**src/pfms_params.svh**
```systemverilog
// Purpose: Named constants for the pin-function and mode-select block.
// Assumes: Included by bare name from the design files.
// Notes: Definitions only.
`ifndef PFMS_PARAMS_SVH
`define PFMS_PARAMS_SVH
`define PFMS_ADDR_W 4
`define PFMS_ADDR_CTRL 4'h0
`define PFMS_ADDR_FLAG_DIR 4'h1
`define PFMS_ADDR_FLAG_OUT 4'h2
`define PFMS_ADDR_FLAG_IN 4'h3
`define PFMS_ADDR_STATUS 4'h4
`define PFMS_ADDR_PENDING 4'h5
`define PFMS_ADDR_HOST_OUT 4'h6
`define PFMS_ADDR_EXT 4'h7
`define PFMS_ADDR_HOST_IN 4'h8
`define PFMS_CTRL_SERIAL_ALT 0
`define PFMS_CTRL_EDGE_SEL 1
`define PFMS_CTRL_ALT_FLAG_OUT 2
`define PFMS_CTRL_SCLK_EN 3
`define PFMS_CTRL_BUS_GRANT_EN 4
`define PFMS_CTRL_MEM_RD 5
`define PFMS_CTRL_MEM_WR 6
`define PFMS_CTRL_ACK 7
`define PFMS_CTRL_FIXED_LSB 8
`define PFMS_CTRL_FIXED_MSB 10
`define PFMS_CTRL_SEL_LSB 11
`define PFMS_CTRL_SEL_MSB 15
`define PFMS_CTRL_PWD_ACK 16
`define PFMS_CTRL_W 17
`define PFMS_STRAP_HOST 2
`define PFMS_STRAP_ACK_CFG 3
`define PFMS_NUM_FLAGS 8
`define PFMS_NUM_IRQ 6
`define PFMS_EXT_ADDR_W 14
`define PFMS_EXT_DATA_W 24
`define PFMS_BYTE_ADDR_W 8
`define PFMS_HOST_W 16
`define PFMS_DATA_W 32
`define PFMS_ZERO32 32'h0000_0000
`define PFMS_HUNG_LIMIT 8'hFF
`endif

```
**src/pfms_pkg.sv**
```systemverilog
// Purpose: Types for the pin-function and mode-select block.
// Assumes: Nothing.
// Notes: Constants live in pfms_params.svh.
package pfms_pkg;
	typedef enum logic [0:0] {
		PFMS_MODE_FULL_MEM = 1'b0,
		PFMS_MODE_HOST = 1'b1
	} pfms_mode_e;
	typedef enum logic [1:0] {
		PFMS_BUS_OWN = 2'b00,
		PFMS_BUS_GRANTED = 2'b01,
		PFMS_BUS_HUNG = 2'b10
	} pfms_bus_e;
endpackage : pfms_pkg

```
**src/pfms_sync2.sv**
```systemverilog
// Purpose: Two-stage synchroniser for a bundle of pin levels.
// Assumes: Inputs arrive from outside the clock domain.
// Notes: The first stage is read only by the second.
`timescale 1ns/1ps
`default_nettype none
module pfms_sync2 #(
	parameter int WIDTH = 1
) (
	// Clock and reset
	input wire logic ref_clk_in,
	input wire logic rst_n_in,
	// Levels
	input wire logic [WIDTH-1:0] async_in,
	output logic [WIDTH-1:0] sync_out
);
	logic [WIDTH-1:0] meta_reg;
	always_ff @(posedge ref_clk_in or negedge rst_n_in) begin
		if (!rst_n_in) begin
			meta_reg <= '0;
			sync_out <= '0;
		end else begin
			meta_reg <= async_in;
			sync_out <= meta_reg;
		end
	end
endmodule : pfms_sync2
`default_nettype wire

```
**src/pfms_irq_detect.sv**
```systemverilog
// Purpose: Level and edge detection for the shared interrupt/flag pins.
// Assumes: Pin levels already synchronised; pins are active low.
// Notes: Pending edges are held until cleared; a new edge wins over a clear.
`timescale 1ns/1ps
`default_nettype none
module pfms_irq_detect (
	// Clock and reset
	input wire logic ref_clk_in,
	input wire logic rst_n_in,
	// Pin levels, active low
	input wire logic [5:0] pin_n_in,
	// Configuration
	input wire logic [5:0] edge_mode_in,
	input wire logic [5:0] clear_in,
	// Requests
	output logic [5:0] request_out
);
	logic [5:0] prev_reg;
	logic [5:0] pend_reg;
	logic [5:0] fall;
	assign fall = prev_reg & ~pin_n_in;
	always_ff @(posedge ref_clk_in or negedge rst_n_in) begin
		if (!rst_n_in) begin
			prev_reg <= 6'h00;
		end else begin
			prev_reg <= pin_n_in;
		end
	end
	always_ff @(posedge ref_clk_in or negedge rst_n_in) begin
		if (!rst_n_in) begin
			pend_reg <= 6'h00;
		end else begin
			pend_reg <= (pend_reg & ~clear_in) | fall;
		end
	end
	always_comb begin
		request_out = (edge_mode_in & pend_reg) | (~edge_mode_in & ~pin_n_in);
	end
endmodule : pfms_irq_detect
`default_nettype wire

```
**src/pfms_pin_select.sv**
```systemverilog
// Purpose: Pin-function and operating-mode selection for the processor pins.
// Assumes: One clock, asynchronous active-low reset, plain register port.
// Notes: Straps are caught at reset release; bus pins fixed until next reset.
//
// Summary of operation
// - External bus pin functions are fixed at reset and never change while running.
// - Software may switch serial port b pins between primary and alternate at any time.
// - Shared flag/interrupt pins keep both functions active at once.
// - The four mode straps count as mode information only during reset.
// - After reset the strap pins are programmable flags zero through three.
// - Host strap low gives full memory mode, high gives host mode.
// - Full memory mode drives 14 address bits and 24 data bits.
// - Host mode gives a 16-bit host port, one address bit, upper 16 data bits.
// - Host acknowledge is open drain, its behaviour set by the fourth strap.
// - An enabled shared pin raises its interrupt whoever asserts it.
// - One pin edge or level, two level, one edge interrupts; all flags.
// - Separate active-low selects, a combined select, read and write enables.
// - Bus request is answered by bus grant; a grant-hung output exists.
// - Power-down request input and power-down acknowledge output.
// - Internal serial clock stays usable in the alternate configuration.
`timescale 1ns/1ps
`default_nettype none
`include "pfms_params.svh"
module pfms_pin_select (
	// Clock and reset
	input wire logic ref_clk_in,
	input wire logic rst_n_in,
	// Register port
	input wire logic [3:0] reg_addr_in,
	input wire logic [31:0] reg_wdata_in,
	input wire logic reg_wr_in,
	input wire logic reg_rd_in,
	output logic [31:0] reg_rdata_out,
	// Interrupt mask and vector requests
	input wire logic [5:0] interrupt_mask_in,
	output logic [5:0] irq_vector_req_out,
	// Programmable flag pins, index 0 to 7
	input wire logic [7:0] prog_flag_in,
	output logic [7:0] prog_flag_out,
	output logic [7:0] prog_flag_oe_out,
	// Fixed output flags
	output logic [2:0] fixed_output_flags_out,
	// Serial port b shared pins
	input wire logic serial_b_rx_in,
	input wire logic serial_b_rfs_in,
	input wire logic serial_b_tfs_in,
	input wire logic serial_b_tx_data_in,
	input wire logic serial_b_sclk_int_in,
	output logic serial_b_rx_data_out,
	output logic serial_b_tx_out,
	output logic serial_b_sclk_out,
	// External memory bus
	output logic [13:0] ext_addr_out,
	input wire logic [23:0] ext_data_io_in,
	output logic [23:0] ext_data_io_out,
	output logic [23:0] ext_data_io_oe_out,
	// Host port
	input wire logic host_write_n_in,
	input wire logic host_read_n_in,
	input wire logic host_addr_latch_in,
	input wire logic host_select_n_in,
	output logic host_ack_n_out,
	output logic host_ack_n_oe_out,
	// Memory selects and strobes
	output logic data_mem_sel_n_out,
	output logic prog_mem_sel_n_out,
	output logic io_space_sel_n_out,
	output logic byte_mem_sel_n_out,
	output logic combined_sel_n_out,
	output logic mem_read_n_out,
	output logic mem_write_n_out,
	// Bus arbitration
	input wire logic bus_req_n_in,
	output logic bus_grant_n_out,
	output logic bus_grant_hung_n_out,
	// Power down
	input wire logic powerdown_req_n_in,
	output logic powerdown_ack_out,
	// Captured mode
	output logic host_mode_out
);
	logic [7:0] flag_s;
	logic [23:0] data_s;
	logic [5:0] ctl_s;
	logic [4:0] ser_s;
	logic [3:0] strap_reg;
	logic strap_take_reg;
	logic [16:0] ctrl_reg;
	logic [7:0] flag_dir_reg;
	logic [7:0] flag_val_reg;
	logic [15:0] host_out_reg;
	logic [23:0] ext_reg;
	logic [5:0] clr_pulse;
	logic [5:0] req;
	logic [5:0] irq_pin_n;
	logic [5:0] edge_mode;
	pfms_pkg::pfms_bus_e bus_st_reg;
	logic [7:0] hung_cnt_reg;
	logic [31:0] rdata_next;
	logic host_mode;
	logic serial_alt;
	// Input synchronisers for all pins.
	pfms_sync2 #(.WIDTH(8)) u_sync_flag (.ref_clk_in(ref_clk_in), .rst_n_in(rst_n_in),
		.async_in(prog_flag_in), .sync_out(flag_s));
	pfms_sync2 #(.WIDTH(24)) u_sync_data (.ref_clk_in(ref_clk_in), .rst_n_in(rst_n_in),
		.async_in(ext_data_io_in), .sync_out(data_s));
	pfms_sync2 #(.WIDTH(6)) u_sync_ctl (.ref_clk_in(ref_clk_in), .rst_n_in(rst_n_in),
		.async_in({host_write_n_in, host_read_n_in, host_addr_latch_in, host_select_n_in,
			bus_req_n_in, powerdown_req_n_in}), .sync_out(ctl_s));
	pfms_sync2 #(.WIDTH(5)) u_sync_ser (.ref_clk_in(ref_clk_in), .rst_n_in(rst_n_in),
		.async_in({serial_b_rx_in, serial_b_rfs_in, serial_b_tfs_in, 2'b11}),
		.sync_out(ser_s));
	// Straps sampled on every edge during reset and last on the first edge after reset release.
	always_ff @(posedge ref_clk_in or negedge rst_n_in) begin
		if (!rst_n_in) begin
			strap_take_reg <= 1'b1;
		end else begin
			strap_take_reg <= 1'b0;
		end
	end
	always_ff @(posedge ref_clk_in) begin
		if (strap_take_reg) begin
			strap_reg <= prog_flag_in[3:0];
		end
	end
	assign host_mode = strap_reg[`PFMS_STRAP_HOST] == 1'(pfms_pkg::PFMS_MODE_HOST);
	assign serial_alt = ctrl_reg[`PFMS_CTRL_SERIAL_ALT];
	// Register writes.
	always_ff @(posedge ref_clk_in or negedge rst_n_in) begin
		if (!rst_n_in) begin
			ctrl_reg <= 17'h1F800;
			flag_dir_reg <= 8'h00;
			flag_val_reg <= 8'h00;
			host_out_reg <= 16'h0000;
			ext_reg <= 24'h000000;
		end else if (reg_wr_in) begin
			if (reg_addr_in == `PFMS_ADDR_CTRL) begin
				ctrl_reg <= reg_wdata_in[16:0];
			end else if (reg_addr_in == `PFMS_ADDR_FLAG_DIR) begin
				flag_dir_reg <= reg_wdata_in[7:0];
			end else if (reg_addr_in == `PFMS_ADDR_FLAG_OUT) begin
				flag_val_reg <= reg_wdata_in[7:0];
			end else if (reg_addr_in == `PFMS_ADDR_HOST_OUT) begin
				host_out_reg <= reg_wdata_in[15:0];
			end else if (reg_addr_in == `PFMS_ADDR_EXT) begin
				ext_reg <= reg_wdata_in[23:0];
			end
		end
	end
	always_comb begin
		clr_pulse = 6'h00;
		if (reg_wr_in && reg_addr_in == `PFMS_ADDR_PENDING) begin
			clr_pulse = reg_wdata_in[5:0];
		end
	end
	// Interrupt pins: 7 edge/level, 6 and 5 level, 4 edge, then alt irqs b and a.
	assign irq_pin_n = {flag_s[7:4], ser_s[4], ser_s[3]};
	assign edge_mode = {ctrl_reg[`PFMS_CTRL_EDGE_SEL], 2'b00, 1'b1, 1'b1, 1'b1};
	pfms_irq_detect u_irq (.ref_clk_in(ref_clk_in), .rst_n_in(rst_n_in),
		.pin_n_in(irq_pin_n), .edge_mode_in(edge_mode), .clear_in(clr_pulse),
		.request_out(req));
	always_ff @(posedge ref_clk_in or negedge rst_n_in) begin
		if (!rst_n_in) begin
			irq_vector_req_out <= 6'h00;
		end else begin
			irq_vector_req_out <= req & interrupt_mask_in & {4'hF, {2{serial_alt}}};
		end
	end
	// Flag pins: drive when direction bit set; flags keep their interrupt meaning.
	always_ff @(posedge ref_clk_in or negedge rst_n_in) begin
		if (!rst_n_in) begin
			prog_flag_out <= 8'h00;
			prog_flag_oe_out <= 8'h00;
			fixed_output_flags_out <= 3'h0;
		end else begin
			prog_flag_out <= flag_val_reg;
			prog_flag_oe_out <= strap_take_reg ? 8'h00 : flag_dir_reg;
			fixed_output_flags_out <= ctrl_reg[`PFMS_CTRL_FIXED_MSB:`PFMS_CTRL_FIXED_LSB];
		end
	end
	// Serial port b pin sharing.
	always_ff @(posedge ref_clk_in or negedge rst_n_in) begin
		if (!rst_n_in) begin
			serial_b_rx_data_out <= 1'b0;
			serial_b_tx_out <= 1'b0;
			serial_b_sclk_out <= 1'b0;
		end else begin
			serial_b_rx_data_out <= serial_alt ? 1'b0 : ser_s[4];
			serial_b_tx_out <= serial_alt ? ctrl_reg[`PFMS_CTRL_ALT_FLAG_OUT]
				: serial_b_tx_data_in;
			serial_b_sclk_out <= ctrl_reg[`PFMS_CTRL_SCLK_EN] & serial_b_sclk_int_in;
		end
	end
	// Bus arbitration with hung indication.
	always_ff @(posedge ref_clk_in or negedge rst_n_in) begin
		if (!rst_n_in) begin
			bus_st_reg <= pfms_pkg::PFMS_BUS_OWN;
			hung_cnt_reg <= 8'h00;
		end else begin
			case (bus_st_reg)
				pfms_pkg::PFMS_BUS_OWN: begin
					if (!ctl_s[1]) begin
						bus_st_reg <= ctrl_reg[`PFMS_CTRL_BUS_GRANT_EN] ? pfms_pkg::PFMS_BUS_GRANTED
							: pfms_pkg::PFMS_BUS_HUNG;
					end
				end
				pfms_pkg::PFMS_BUS_GRANTED: begin
					if (ctl_s[1]) begin
						bus_st_reg <= pfms_pkg::PFMS_BUS_OWN;
					end
				end
				default: begin
					if (hung_cnt_reg != `PFMS_HUNG_LIMIT) begin
						hung_cnt_reg <= hung_cnt_reg + 8'h01;
					end
					if (ctl_s[1] || ctrl_reg[`PFMS_CTRL_BUS_GRANT_EN]) begin
						bus_st_reg <= ctl_s[1] ? pfms_pkg::PFMS_BUS_OWN : pfms_pkg::PFMS_BUS_GRANTED;
						hung_cnt_reg <= 8'h00;
					end
				end
			endcase
		end
	end
	// Pin drive by mode.
	always_ff @(posedge ref_clk_in or negedge rst_n_in) begin
		if (!rst_n_in) begin
			ext_addr_out <= 14'h0000;
			ext_data_io_out <= 24'h000000;
			ext_data_io_oe_out <= 24'h000000;
			host_ack_n_out <= 1'b0;
			host_ack_n_oe_out <= 1'b0;
		end else if (host_mode) begin
			ext_addr_out <= {host_out_reg[12:0], ext_reg[0]};
			ext_data_io_out <= {ext_reg[23:8], host_out_reg[7:0]};
			ext_data_io_oe_out <= {{16{ctrl_reg[`PFMS_CTRL_MEM_WR]}},
				{8{!ctl_s[4] && !ctl_s[2]}}};
			host_ack_n_out <= 1'b0;
			host_ack_n_oe_out <= strap_reg[`PFMS_STRAP_ACK_CFG] ? ctrl_reg[`PFMS_CTRL_ACK]
				: !ctl_s[2] && ctrl_reg[`PFMS_CTRL_ACK];
		end else begin
			ext_addr_out <= ext_reg[13:0];
			ext_data_io_out <= {host_out_reg[7:0], ext_reg[15:0]};
			ext_data_io_oe_out <= {24{ctrl_reg[`PFMS_CTRL_MEM_WR]
				&& bus_st_reg == pfms_pkg::PFMS_BUS_OWN}};
			host_ack_n_out <= 1'b0;
			host_ack_n_oe_out <= 1'b0;
		end
	end
	// Selects, strobes, grant and power down.
	always_ff @(posedge ref_clk_in or negedge rst_n_in) begin
		if (!rst_n_in) begin
			{combined_sel_n_out, byte_mem_sel_n_out, io_space_sel_n_out} <= 3'h7;
			{prog_mem_sel_n_out, data_mem_sel_n_out} <= 2'h3;
			mem_read_n_out <= 1'b1;
			mem_write_n_out <= 1'b1;
			bus_grant_n_out <= 1'b1;
			bus_grant_hung_n_out <= 1'b1;
			powerdown_ack_out <= 1'b0;
			host_mode_out <= 1'b0;
		end else begin
			{combined_sel_n_out, byte_mem_sel_n_out, io_space_sel_n_out, prog_mem_sel_n_out,
				data_mem_sel_n_out} <= ctrl_reg[`PFMS_CTRL_SEL_MSB:`PFMS_CTRL_SEL_LSB];
			mem_read_n_out <= !ctrl_reg[`PFMS_CTRL_MEM_RD];
			mem_write_n_out <= !ctrl_reg[`PFMS_CTRL_MEM_WR];
			bus_grant_n_out <= bus_st_reg != pfms_pkg::PFMS_BUS_GRANTED;
			bus_grant_hung_n_out <= !(bus_st_reg == pfms_pkg::PFMS_BUS_HUNG
				&& hung_cnt_reg == `PFMS_HUNG_LIMIT);
			powerdown_ack_out <= !ctl_s[0] && ctrl_reg[`PFMS_CTRL_PWD_ACK];
			host_mode_out <= host_mode && !strap_take_reg;
		end
	end
	// Register reads.
	always_comb begin
		rdata_next = `PFMS_ZERO32;
		if (reg_addr_in == `PFMS_ADDR_CTRL) begin
			rdata_next = {15'h0000, ctrl_reg};
		end else if (reg_addr_in == `PFMS_ADDR_FLAG_DIR) begin
			rdata_next = {24'h000000, flag_dir_reg};
		end else if (reg_addr_in == `PFMS_ADDR_FLAG_OUT) begin
			rdata_next = {24'h000000, flag_val_reg};
		end else if (reg_addr_in == `PFMS_ADDR_FLAG_IN) begin
			rdata_next = {24'h000000, flag_s};
		end else if (reg_addr_in == `PFMS_ADDR_STATUS) begin
			rdata_next = {22'h000000, bus_st_reg, strap_reg, 3'h0, host_mode};
		end else if (reg_addr_in == `PFMS_ADDR_PENDING) begin
			rdata_next = {26'h0000000, req};
		end else if (reg_addr_in == `PFMS_ADDR_HOST_OUT) begin
			rdata_next = {16'h0000, host_out_reg};
		end else if (reg_addr_in == `PFMS_ADDR_EXT) begin
			rdata_next = {8'h00, ext_reg};
		end else if (reg_addr_in == `PFMS_ADDR_HOST_IN) begin
			rdata_next = {8'h00, data_s};
		end
	end
	always_ff @(posedge ref_clk_in or negedge rst_n_in) begin
		if (!rst_n_in) begin
			reg_rdata_out <= `PFMS_ZERO32;
		end else begin
			reg_rdata_out <= reg_rd_in ? rdata_next : `PFMS_ZERO32;
		end
	end
	// Checks.
	a_mode_stable: assert property (@(posedge ref_clk_in) disable iff (!rst_n_in)
		!strap_take_reg |=> $stable(strap_reg)) else $error("strap changed");
	a_full_addr: assert property (@(posedge ref_clk_in) disable iff (!rst_n_in)
		!host_mode |=> ext_addr_out == $past(ext_reg[13:0])) else $error("addr");
	a_ack_idle_full: assert property (@(posedge ref_clk_in) disable iff (!rst_n_in)
		!host_mode ##1 !host_mode |-> !host_ack_n_oe_out) else $error("ack");
	a_irq_masked: assert property (@(posedge ref_clk_in) disable iff (!rst_n_in)
		interrupt_mask_in == 6'h00 |=> irq_vector_req_out == 6'h00) else $error("irq");
	a_grant_state: assert property (@(posedge ref_clk_in) disable iff (!rst_n_in)
		bus_st_reg == pfms_pkg::PFMS_BUS_GRANTED |=> !bus_grant_n_out) else $error("grant");
	a_pwd_ack: assert property (@(posedge ref_clk_in) disable iff (!rst_n_in)
		ctl_s[0] |=> !powerdown_ack_out) else $error("pwd");
	a_fixed_flags: assert property (@(posedge ref_clk_in) disable iff (!rst_n_in)
		##1 fixed_output_flags_out == $past(ctrl_reg[`PFMS_CTRL_FIXED_MSB:`PFMS_CTRL_FIXED_LSB]))
		else $error("flags");
	a_alt_rx_quiet: assert property (@(posedge ref_clk_in) disable iff (!rst_n_in)
		serial_alt |=> !serial_b_rx_data_out) else $error("alt");
endmodule : pfms_pin_select
`default_nettype wire

```
**config.mk**
```make
export PLATFORM = sky130hd
export DESIGN_NAME = pfms_pin_select
export DESIGN_NICKNAME = d
export VERILOG_FILES = /design/src/pfms_pkg.sv /design/src/pfms_sync2.sv /design/src/pfms_irq_detect.sv /design/src/pfms_pin_select.sv
export VERILOG_INCLUDE_DIRS = /design/src
export SDC_FILE = /design/constraint.sdc
export NUM_CORES = 1
export LEC_CHECK = 0
export ABC_AREA = 1
export BUFFER_PORTS_ARGS = -buffer_cell sky130_fd_sc_hd__buf_2
export CAP_MARGIN = 25
export CORE_MARGIN = 2
export CORE_UTILIZATION = 58
export CTS_CLUSTER_SIZE = 20
export DETAILED_ROUTE_END_ITERATION = 10
export PLACE_DENSITY_LB_ADDON = 0.12
export SYNTH_ARGS = -nofsm -noshare
export SYNTH_HDL_FRONTEND = slang
export SYNTH_HIERARCHICAL = 1
export SYNTH_SLANG_ARGS = --single-unit
```
**constraint.sdc**
```tcl
create_clock -name ref_clk_in -period 2.7 [get_ports ref_clk_in]
set_clock_uncertainty 0.1 [all_clocks]
set_input_delay 0.27 -clock ref_clk_in [delete_from_list [all_inputs] [get_ports ref_clk_in]]
set_output_delay 0.27 -clock ref_clk_in [all_outputs]
set_load 0.05 [all_outputs]
```
==> flow_metrics.tcl, run 1 <==
set metrics [dict create \
    floorplan.die.height_um 136 \
    place_hpwl_mm 15.8 \
    setup-tns-final_ps 0 \
    power.share.switching_pct 30.3 \
    crit_type "flop to flop" \
    critical_path_arrival_ps 2290 \
    chipWidth_um 136 \
    cpLargestDelayFamily "simple AND/OR/NAND/NOR gates" \
    placeableCoreArea_sq_um 17200 \
    grt_pass1_wl_mm 37.5 \
    antenna_violations_before_repair 1 \
    rr_worst_depth 8 \
    ios 224 \
    ctsRootBufferMaster "sky130_fd_sc_hd__clkbuf_16" \
    power.density_nw_per_um2 899 \
    post-place-cells 1337 \
    timing.slew.headroom_pct 53.3 \
    critical_path_buf_inv_count 2 \
    first_global_vias 7153 \
    grt_max_degree 78 \
    wl_met1_mm 10.0 \
    worstSetupEndpointType "flop" \
    p_int_w 0.00814 \
    worst_slew_pin_slew_ps 698 \
    met2_length_mm 11.9 \
    slack_of_the_critical_path_ps 718 \
    grt_overflow 0 \
    cts_max_level 1 \
    num_rows 48 \
    synthCells 936 \
    clock_tree_from_tritoncts "yes" \
    final.hold.worst_slack_ps 17.6 \
    yosys_warnings 6 \
    timing.fmax_ghz 0.505 \
    first_iter_violations 493 \
    layout-area-overhead-vs-synth_pct 28.3 \
    p_sw_w 0.00354 \
    startpoint_type "flop" \
    routed-via-count 7419 \
    slowest_stage "sky130_fd_sc_hd__dfrtp_1" \
    globalplace.congestion 0.914 \
    drt-pass1-iter-count 7 \
    min_delay_path_depth 3 \
    peakVddDrop_mv 0.631 \
    worst_ep_required_time_ps 3000 \
    detail_route.drc_violations 0 \
    clk_latency_ps 530 \
    met3WireLength_mm 1.71 \
    synth_area_sq_um 10100 \
    grt_setup_unrepaired "no" \
    crit_path_max_incr_delay_ps 370 \
    worst-path-max-fanout 13 \
    outcome "finished, final reports clean" \
    power.sequential.fraction_pct 43.5 \
    min-delay-path-class "input port to flop" \
    power_share_of_the_combinational_group_pct 18.4 \
    synth.avg_cell_area_sq_um 10.8 \
    full_die_area_sq_um 18500 \
    cts_made_buffers 28 \
    port_buffers 203 \
    drv.max_cap_violation_count 0 \
    ant_nets 0 \
    count_of_endpoints_failing_hold_in_the_final_timing_report 0 \
    post_route_standard_cell_area_excluding_fillers_sq_um 13000 \
    place_worst_setup_slack_ps 580 \
    leakage_nw 6.64 \
    routedWlPerCell_um 16.7 \
    clkPwrFrac_pct 38.1 \
    clk_pin_slew_ps 60 \
    layout_worst_path_cycle_share_pct 73.4 \
    place_area_sq_um 11300 \
    timing_max_transition_violations_final 0 \
    report.final.setup_viol 0 \
    avgViaCountPerCell 5.11 \
    fin_cells 1453 \
    maximum_count_of_clock_buffers_along_a_single_path 3 \
    cts_num_sinks 280 \
    routed_wirelength_mm 24.2 \
    worst-path-stages 8 \
    grtUsageTotal_pct 26.7 \
    timing.critical_path.cells "ha_1 -> inv_1 -> nor3_1 -> nand3_1 -> nand2_1 -> inv_1 -> nand3_1 -> o21ai_0" \
    final_layout_size_suffix_gt1_share_pct 25.7 \
    nets 1295 \
    fin_crit_ps 1980 \
    starting_utilization_of_the_core_area_pct 58.9 \
    routed.top_layer "met4" \
]
[metrics by stage]
step           util, %  power [W]
3_5_place_dp      65.6    0.00722
5_1_grt           75.6     0.0121
4_1_cts           75.6     0.0117
6_report          75.6     0.0117
3_3_place_gp      65.6    0.00718
2_1_floorplan        -    0.00664
[power groups by stage]
| stage | Sequential (W) | Combinational, W | Clock, W |
|---|---|---|---|
| floorplan | 0.00587 | 0.000767 | 0 |
| global placement | 0.00514 | 0.00204 | 0 |
| detailed placement | 0.00514 | 0.00207 | 0 |
| CTS | 0.00508 | 0.00216 | 0.00449 |
| global route | 0.00514 | 0.00230 | 0.00468 |
| finish | 0.00509 | 0.00215 | 0.00445 |
[area by class of cell]
class	instances	area, sq um
flip-flops and latches	280	7050
fillers	1140	4190
multi-input cells	522	2430
repair buffers	280	1790
clock buffers	34	795
inverters	93	349
clock inverters	18	300
well taps	225	282
diodes	1	2.50
[path summary, 6_finish.rpt]
check	startpoint	end	slack [ps]
max	hung_cnt_reg[1]$_DFFE_PN0P_	hung_cnt_reg[2]$_DFFE_PN0P_	720
min	reg_wdata_in[7]	ctrl_reg[7]$_DFFE_PN0P_	20
max reg2reg	hung_cnt_reg[1]$_DFFE_PN0P_	hung_cnt_reg[2]$_DFFE_PN0P_	720
min reg2reg	u_sync_data/meta_reg[6]$_DFF_PN0_	u_sync_data/sync_out[6]$_DFF_PN0_	240
max in group asynchronous	rst_n_in	ctrl_reg[14]$_DFFE_PN1P_	1480
min in group asynchronous	rst_n_in	ext_reg[8]$_DFFE_PN0P_	170
[per-layer routing]
metal | track usage, % | up-vias
met3 | 4.85 | 46
met2 | 44.2 | 296
met5 | 0 | -
met1 | 36.7 | 3606
met4 | 7.47 | 0
li1 | - | 3471
[worst min-delay path, stage by stage]
cell                      delay [ps]
sky130_fd_sc_hd__buf_2            80
sky130_fd_sc_hd__inv_1            90
sky130_fd_sc_hd__o21ai_0         170
[placed cells by master, fill, tap and decap left out, types with 12 or more instances in the layout]
master,count
sky130_fd_sc_hd__dfrtp_1,260
sky130_fd_sc_hd__nand2_1,229
sky130_fd_sc_hd__buf_2,202
sky130_fd_sc_hd__o21ai_0,108
sky130_fd_sc_hd__inv_1,89
sky130_fd_sc_hd__dlygate4sd3_1,63
sky130_fd_sc_hd__nor2_1,42
sky130_fd_sc_hd__a21oi_1,31
sky130_fd_sc_hd__clkbuf_16,29
sky130_fd_sc_hd__nand3_1,28
sky130_fd_sc_hd__conb_1,20
sky130_fd_sc_hd__dfstp_2,16
sky130_fd_sc_hd__buf_4,12
[timing repair]
| action | CTS | global route |
|---|---|---|
| hold buffers | 63 | 0 |
| resized for setup | 0 | 0 |
| hold endpoints to repair | 152 | 0 |
| buffers inserted | 0 | 0 |
Note: power is estimated with default switching activity, not from simulation.
==> run 2: changes to the inputs <==
Settings changed: ABC_AREA 1 to 0, CORE_UTILIZATION 58 to 49.
Clock period 2.7 ns to 1.75 ns, I/O delays scaled along.
==> run 2 against run 1 <==
  * Register-to-register slack got worse by 660 ps
  * Non-clock buffer count increased by 46
  * Synthesized cell count fell by 21%
  * Flip-flop and latch count is the same
  * Critical path type unchanged
  * Setup slack got worse by 660 ps
  * Clock power increased by 40%
  * Hold slack got worse by 13 ps
  * Largest power group unchanged
==> flow_metrics.tcl, run 2 <==
set metrics [dict create \
    critical_path_arrival_ps 2020 \
    cpLargestDelayFamily "simple AND/OR/NAND/NOR gates" \
    first_iter_violations 407 \
    timing.reg2reg.setup_slack_ps 60 \
    full_die_area_sq_um 22800 \
    mostFrequentLayoutCell "sky130_fd_sc_hd__dfrtp_1" \
    power.density_nw_per_um2 1340 \
    cts_made_buffers 28 \
    worst-path-max-fanout 3 \
    timing.slew.headroom_pct 55.4 \
    maximum_count_of_clock_buffers_along_a_single_path 3 \
    synth.avg_cell_area_sq_um 14.2 \
    routed-via-count 6990 \
    drv.max_cap_violation_count 0 \
    cts_num_sinks 280 \
    routedWlPerCell_um 18.8 \
    globalplace.congestion 0.873 \
    detail_route.drc_violations 0 \
    chipWidth_um 151 \
    final_layout_size_suffix_gt1_share_pct 40.1 \
    slack_of_the_critical_path_ps 59.0 \
    layout_worst_path_cycle_share_pct 96.6 \
    crit_path_max_incr_delay_ps 390 \
    timing.critical_path.cells "ha_1 -> nand2_1 -> or3_4 -> nor2b_1 -> mux2_2" \
    setup_bufs_post_cts 0 \
    slowest_stage "sky130_fd_sc_hd__or3_4" \
    worst_ep_required_time_ps 2080 \
    fin_crit_ps 1690 \
    floorplan.die.height_um 151 \
    ctsRootBufferMaster "sky130_fd_sc_hd__clkbuf_16" \
    layout-area-overhead-vs-synth_pct 30.4 \
    outcome "finished, final reports clean" \
    setup-tns-final_ps 0 \
    grtUsageTotal_pct 22.6 \
    ant_nets 0 \
    critical_path_buf_inv_count 0 \
    drt-pass1-iter-count 6 \
    leakage_nw 6.73 \
    routed_wirelength_mm 25.4 \
    port_buffers 203 \
    count_of_endpoints_failing_hold_in_the_final_timing_report 0 \
    avgViaCountPerCell 5.18 \
    synth_area_sq_um 10600 \
    nets 1143 \
    startpoint_type "flop" \
    grt_pass1_wl_mm 39.2 \
    clk_latency_ps 550 \
    clk_pin_slew_ps 60 \
    peakVddDrop_mv 0.878 \
    yosys_warnings 6 \
    crit_type "flop to flop" \
    synthCells 744 \
    placeableCoreArea_sq_um 21100 \
    min-delay-path-class "input port to async pin" \
    worst_slew_pin_slew_ps 668 \
    place_worst_setup_slack_ps 41.2 \
    most-common-layout-cells "sky130_fd_sc_hd__dfrtp_1 (258), sky130_fd_sc_hd__buf_2 (202), sky130_fd_sc_hd__dlygate4sd3_1 (72), sky130_fd_sc_hd__mux2_2 (52), sky130_fd_sc_hd__nand2_1 (48)" \
    timing_max_transition_violations_final 0 \
    cts_max_level 1 \
    insertedDiodeCount 0 \
    clock_tree_from_tritoncts "yes" \
    timing.fmax_ghz 0.591 \
    grt_setup_unrepaired "no" \
    antenna_violations_before_repair 2 \
    ios 224 \
    num_rows 53 \
    first_global_vias 7215 \
    starting_utilization_of_the_core_area_pct 50.2 \
    place_hpwl_mm 17.5 \
    report.final.setup_viol 0 \
    grt_max_degree 70 \
    worstSetupEndpointType "flop" \
    grt_overflow 0 \
]
-- run 2: metrics by stage --
step | cells | instance area (sq um) | util, % | hold slack, ps | total power [W]
floorplan | 761 | 10600 | - | -221 | 0.0111
global placement | 1226 | 12100 | 57.2 | -26.1 | 0.0121
detailed placement | 1226 | 12100 | 57.2 | -26.4 | 0.0122
CTS | 1350 | 13800 | 65.3 | 9.02 | 0.0186
global route | 1350 | 13800 | 65.4 | 28.0 | 0.0192
finish | 1350 | 13800 | 65.4 | 4.55 | 0.0185
-- run 2: routing by layer --
metal / track usage (%) / share of wire, % / routed length [um] / up-vias
li1: - / - / - / 3170
met1: 30.9 / 42 / 10700 / 3488
met2: 37.6 / 49 / 12400 / 271
met3: 3.92 / 6.4 / 1620 / 59
met4: 6.45 / 2.5 / 627 / 2
met5: 0 / 0.051 / 13 / -
-- run 2: layout make-up --
type / count / area [sq um]
fill: 1569 / 7300
sequential: 280 / 7050
multi-input combinational: 395 / 3060
timing repair buffer: 326 / 2270
clock buffer: 35 / 777
tap: 275 / 344
clock inverter: 17 / 204
inverter: 22 / 82.6
-- run 2: timing repair --
action                                  4_1_cts  5_1_grt
endpoints found under the setup margin        0       19
hold buffers                                 72        0
resized for setup                             0        5
endpoints found under the hold margin       396        0
-- run 2: report_power, final --
group,internal (W),switching (W)
registers,0.00748,0.000670
logic,0.00133,0.00276
clock network,0.00374,0.00248
-- run 2: path summary, 6_finish.rpt --
check                                                  startpoint                                end  cells after the start
min in group ref_clk_in                                 reg_wr_in            ctrl_reg[4]$_DFFE_PN0P_                      4
worst min-delay path                                     rst_n_in        hung_cnt_reg[0]$_DFFE_PN0P_                      2
worst max register to register        hung_cnt_reg[0]$_DFFE_PN0P_        hung_cnt_reg[0]$_DFFE_PN0P_                      5
worst min register to register  u_sync_flag/meta_reg[4]$_DFF_PN0_  u_sync_flag/sync_out[4]$_DFF_PN0_                      0
worst max-delay path                  hung_cnt_reg[0]$_DFFE_PN0P_        hung_cnt_reg[0]$_DFFE_PN0P_                      5
max in group asynchronous                                rst_n_in           strap_take_reg$_DFF_PN1_                      3
-- run 2: worst register-to-register path, cell delays in order (launching register included) --
cell                      delay (ps)
sky130_fd_sc_hd__dfrtp_1         380
sky130_fd_sc_hd__ha_1            190
sky130_fd_sc_hd__nand2_1         100
sky130_fd_sc_hd__or3_4           390
sky130_fd_sc_hd__nor2b_1         150
sky130_fd_sc_hd__mux2_2          260
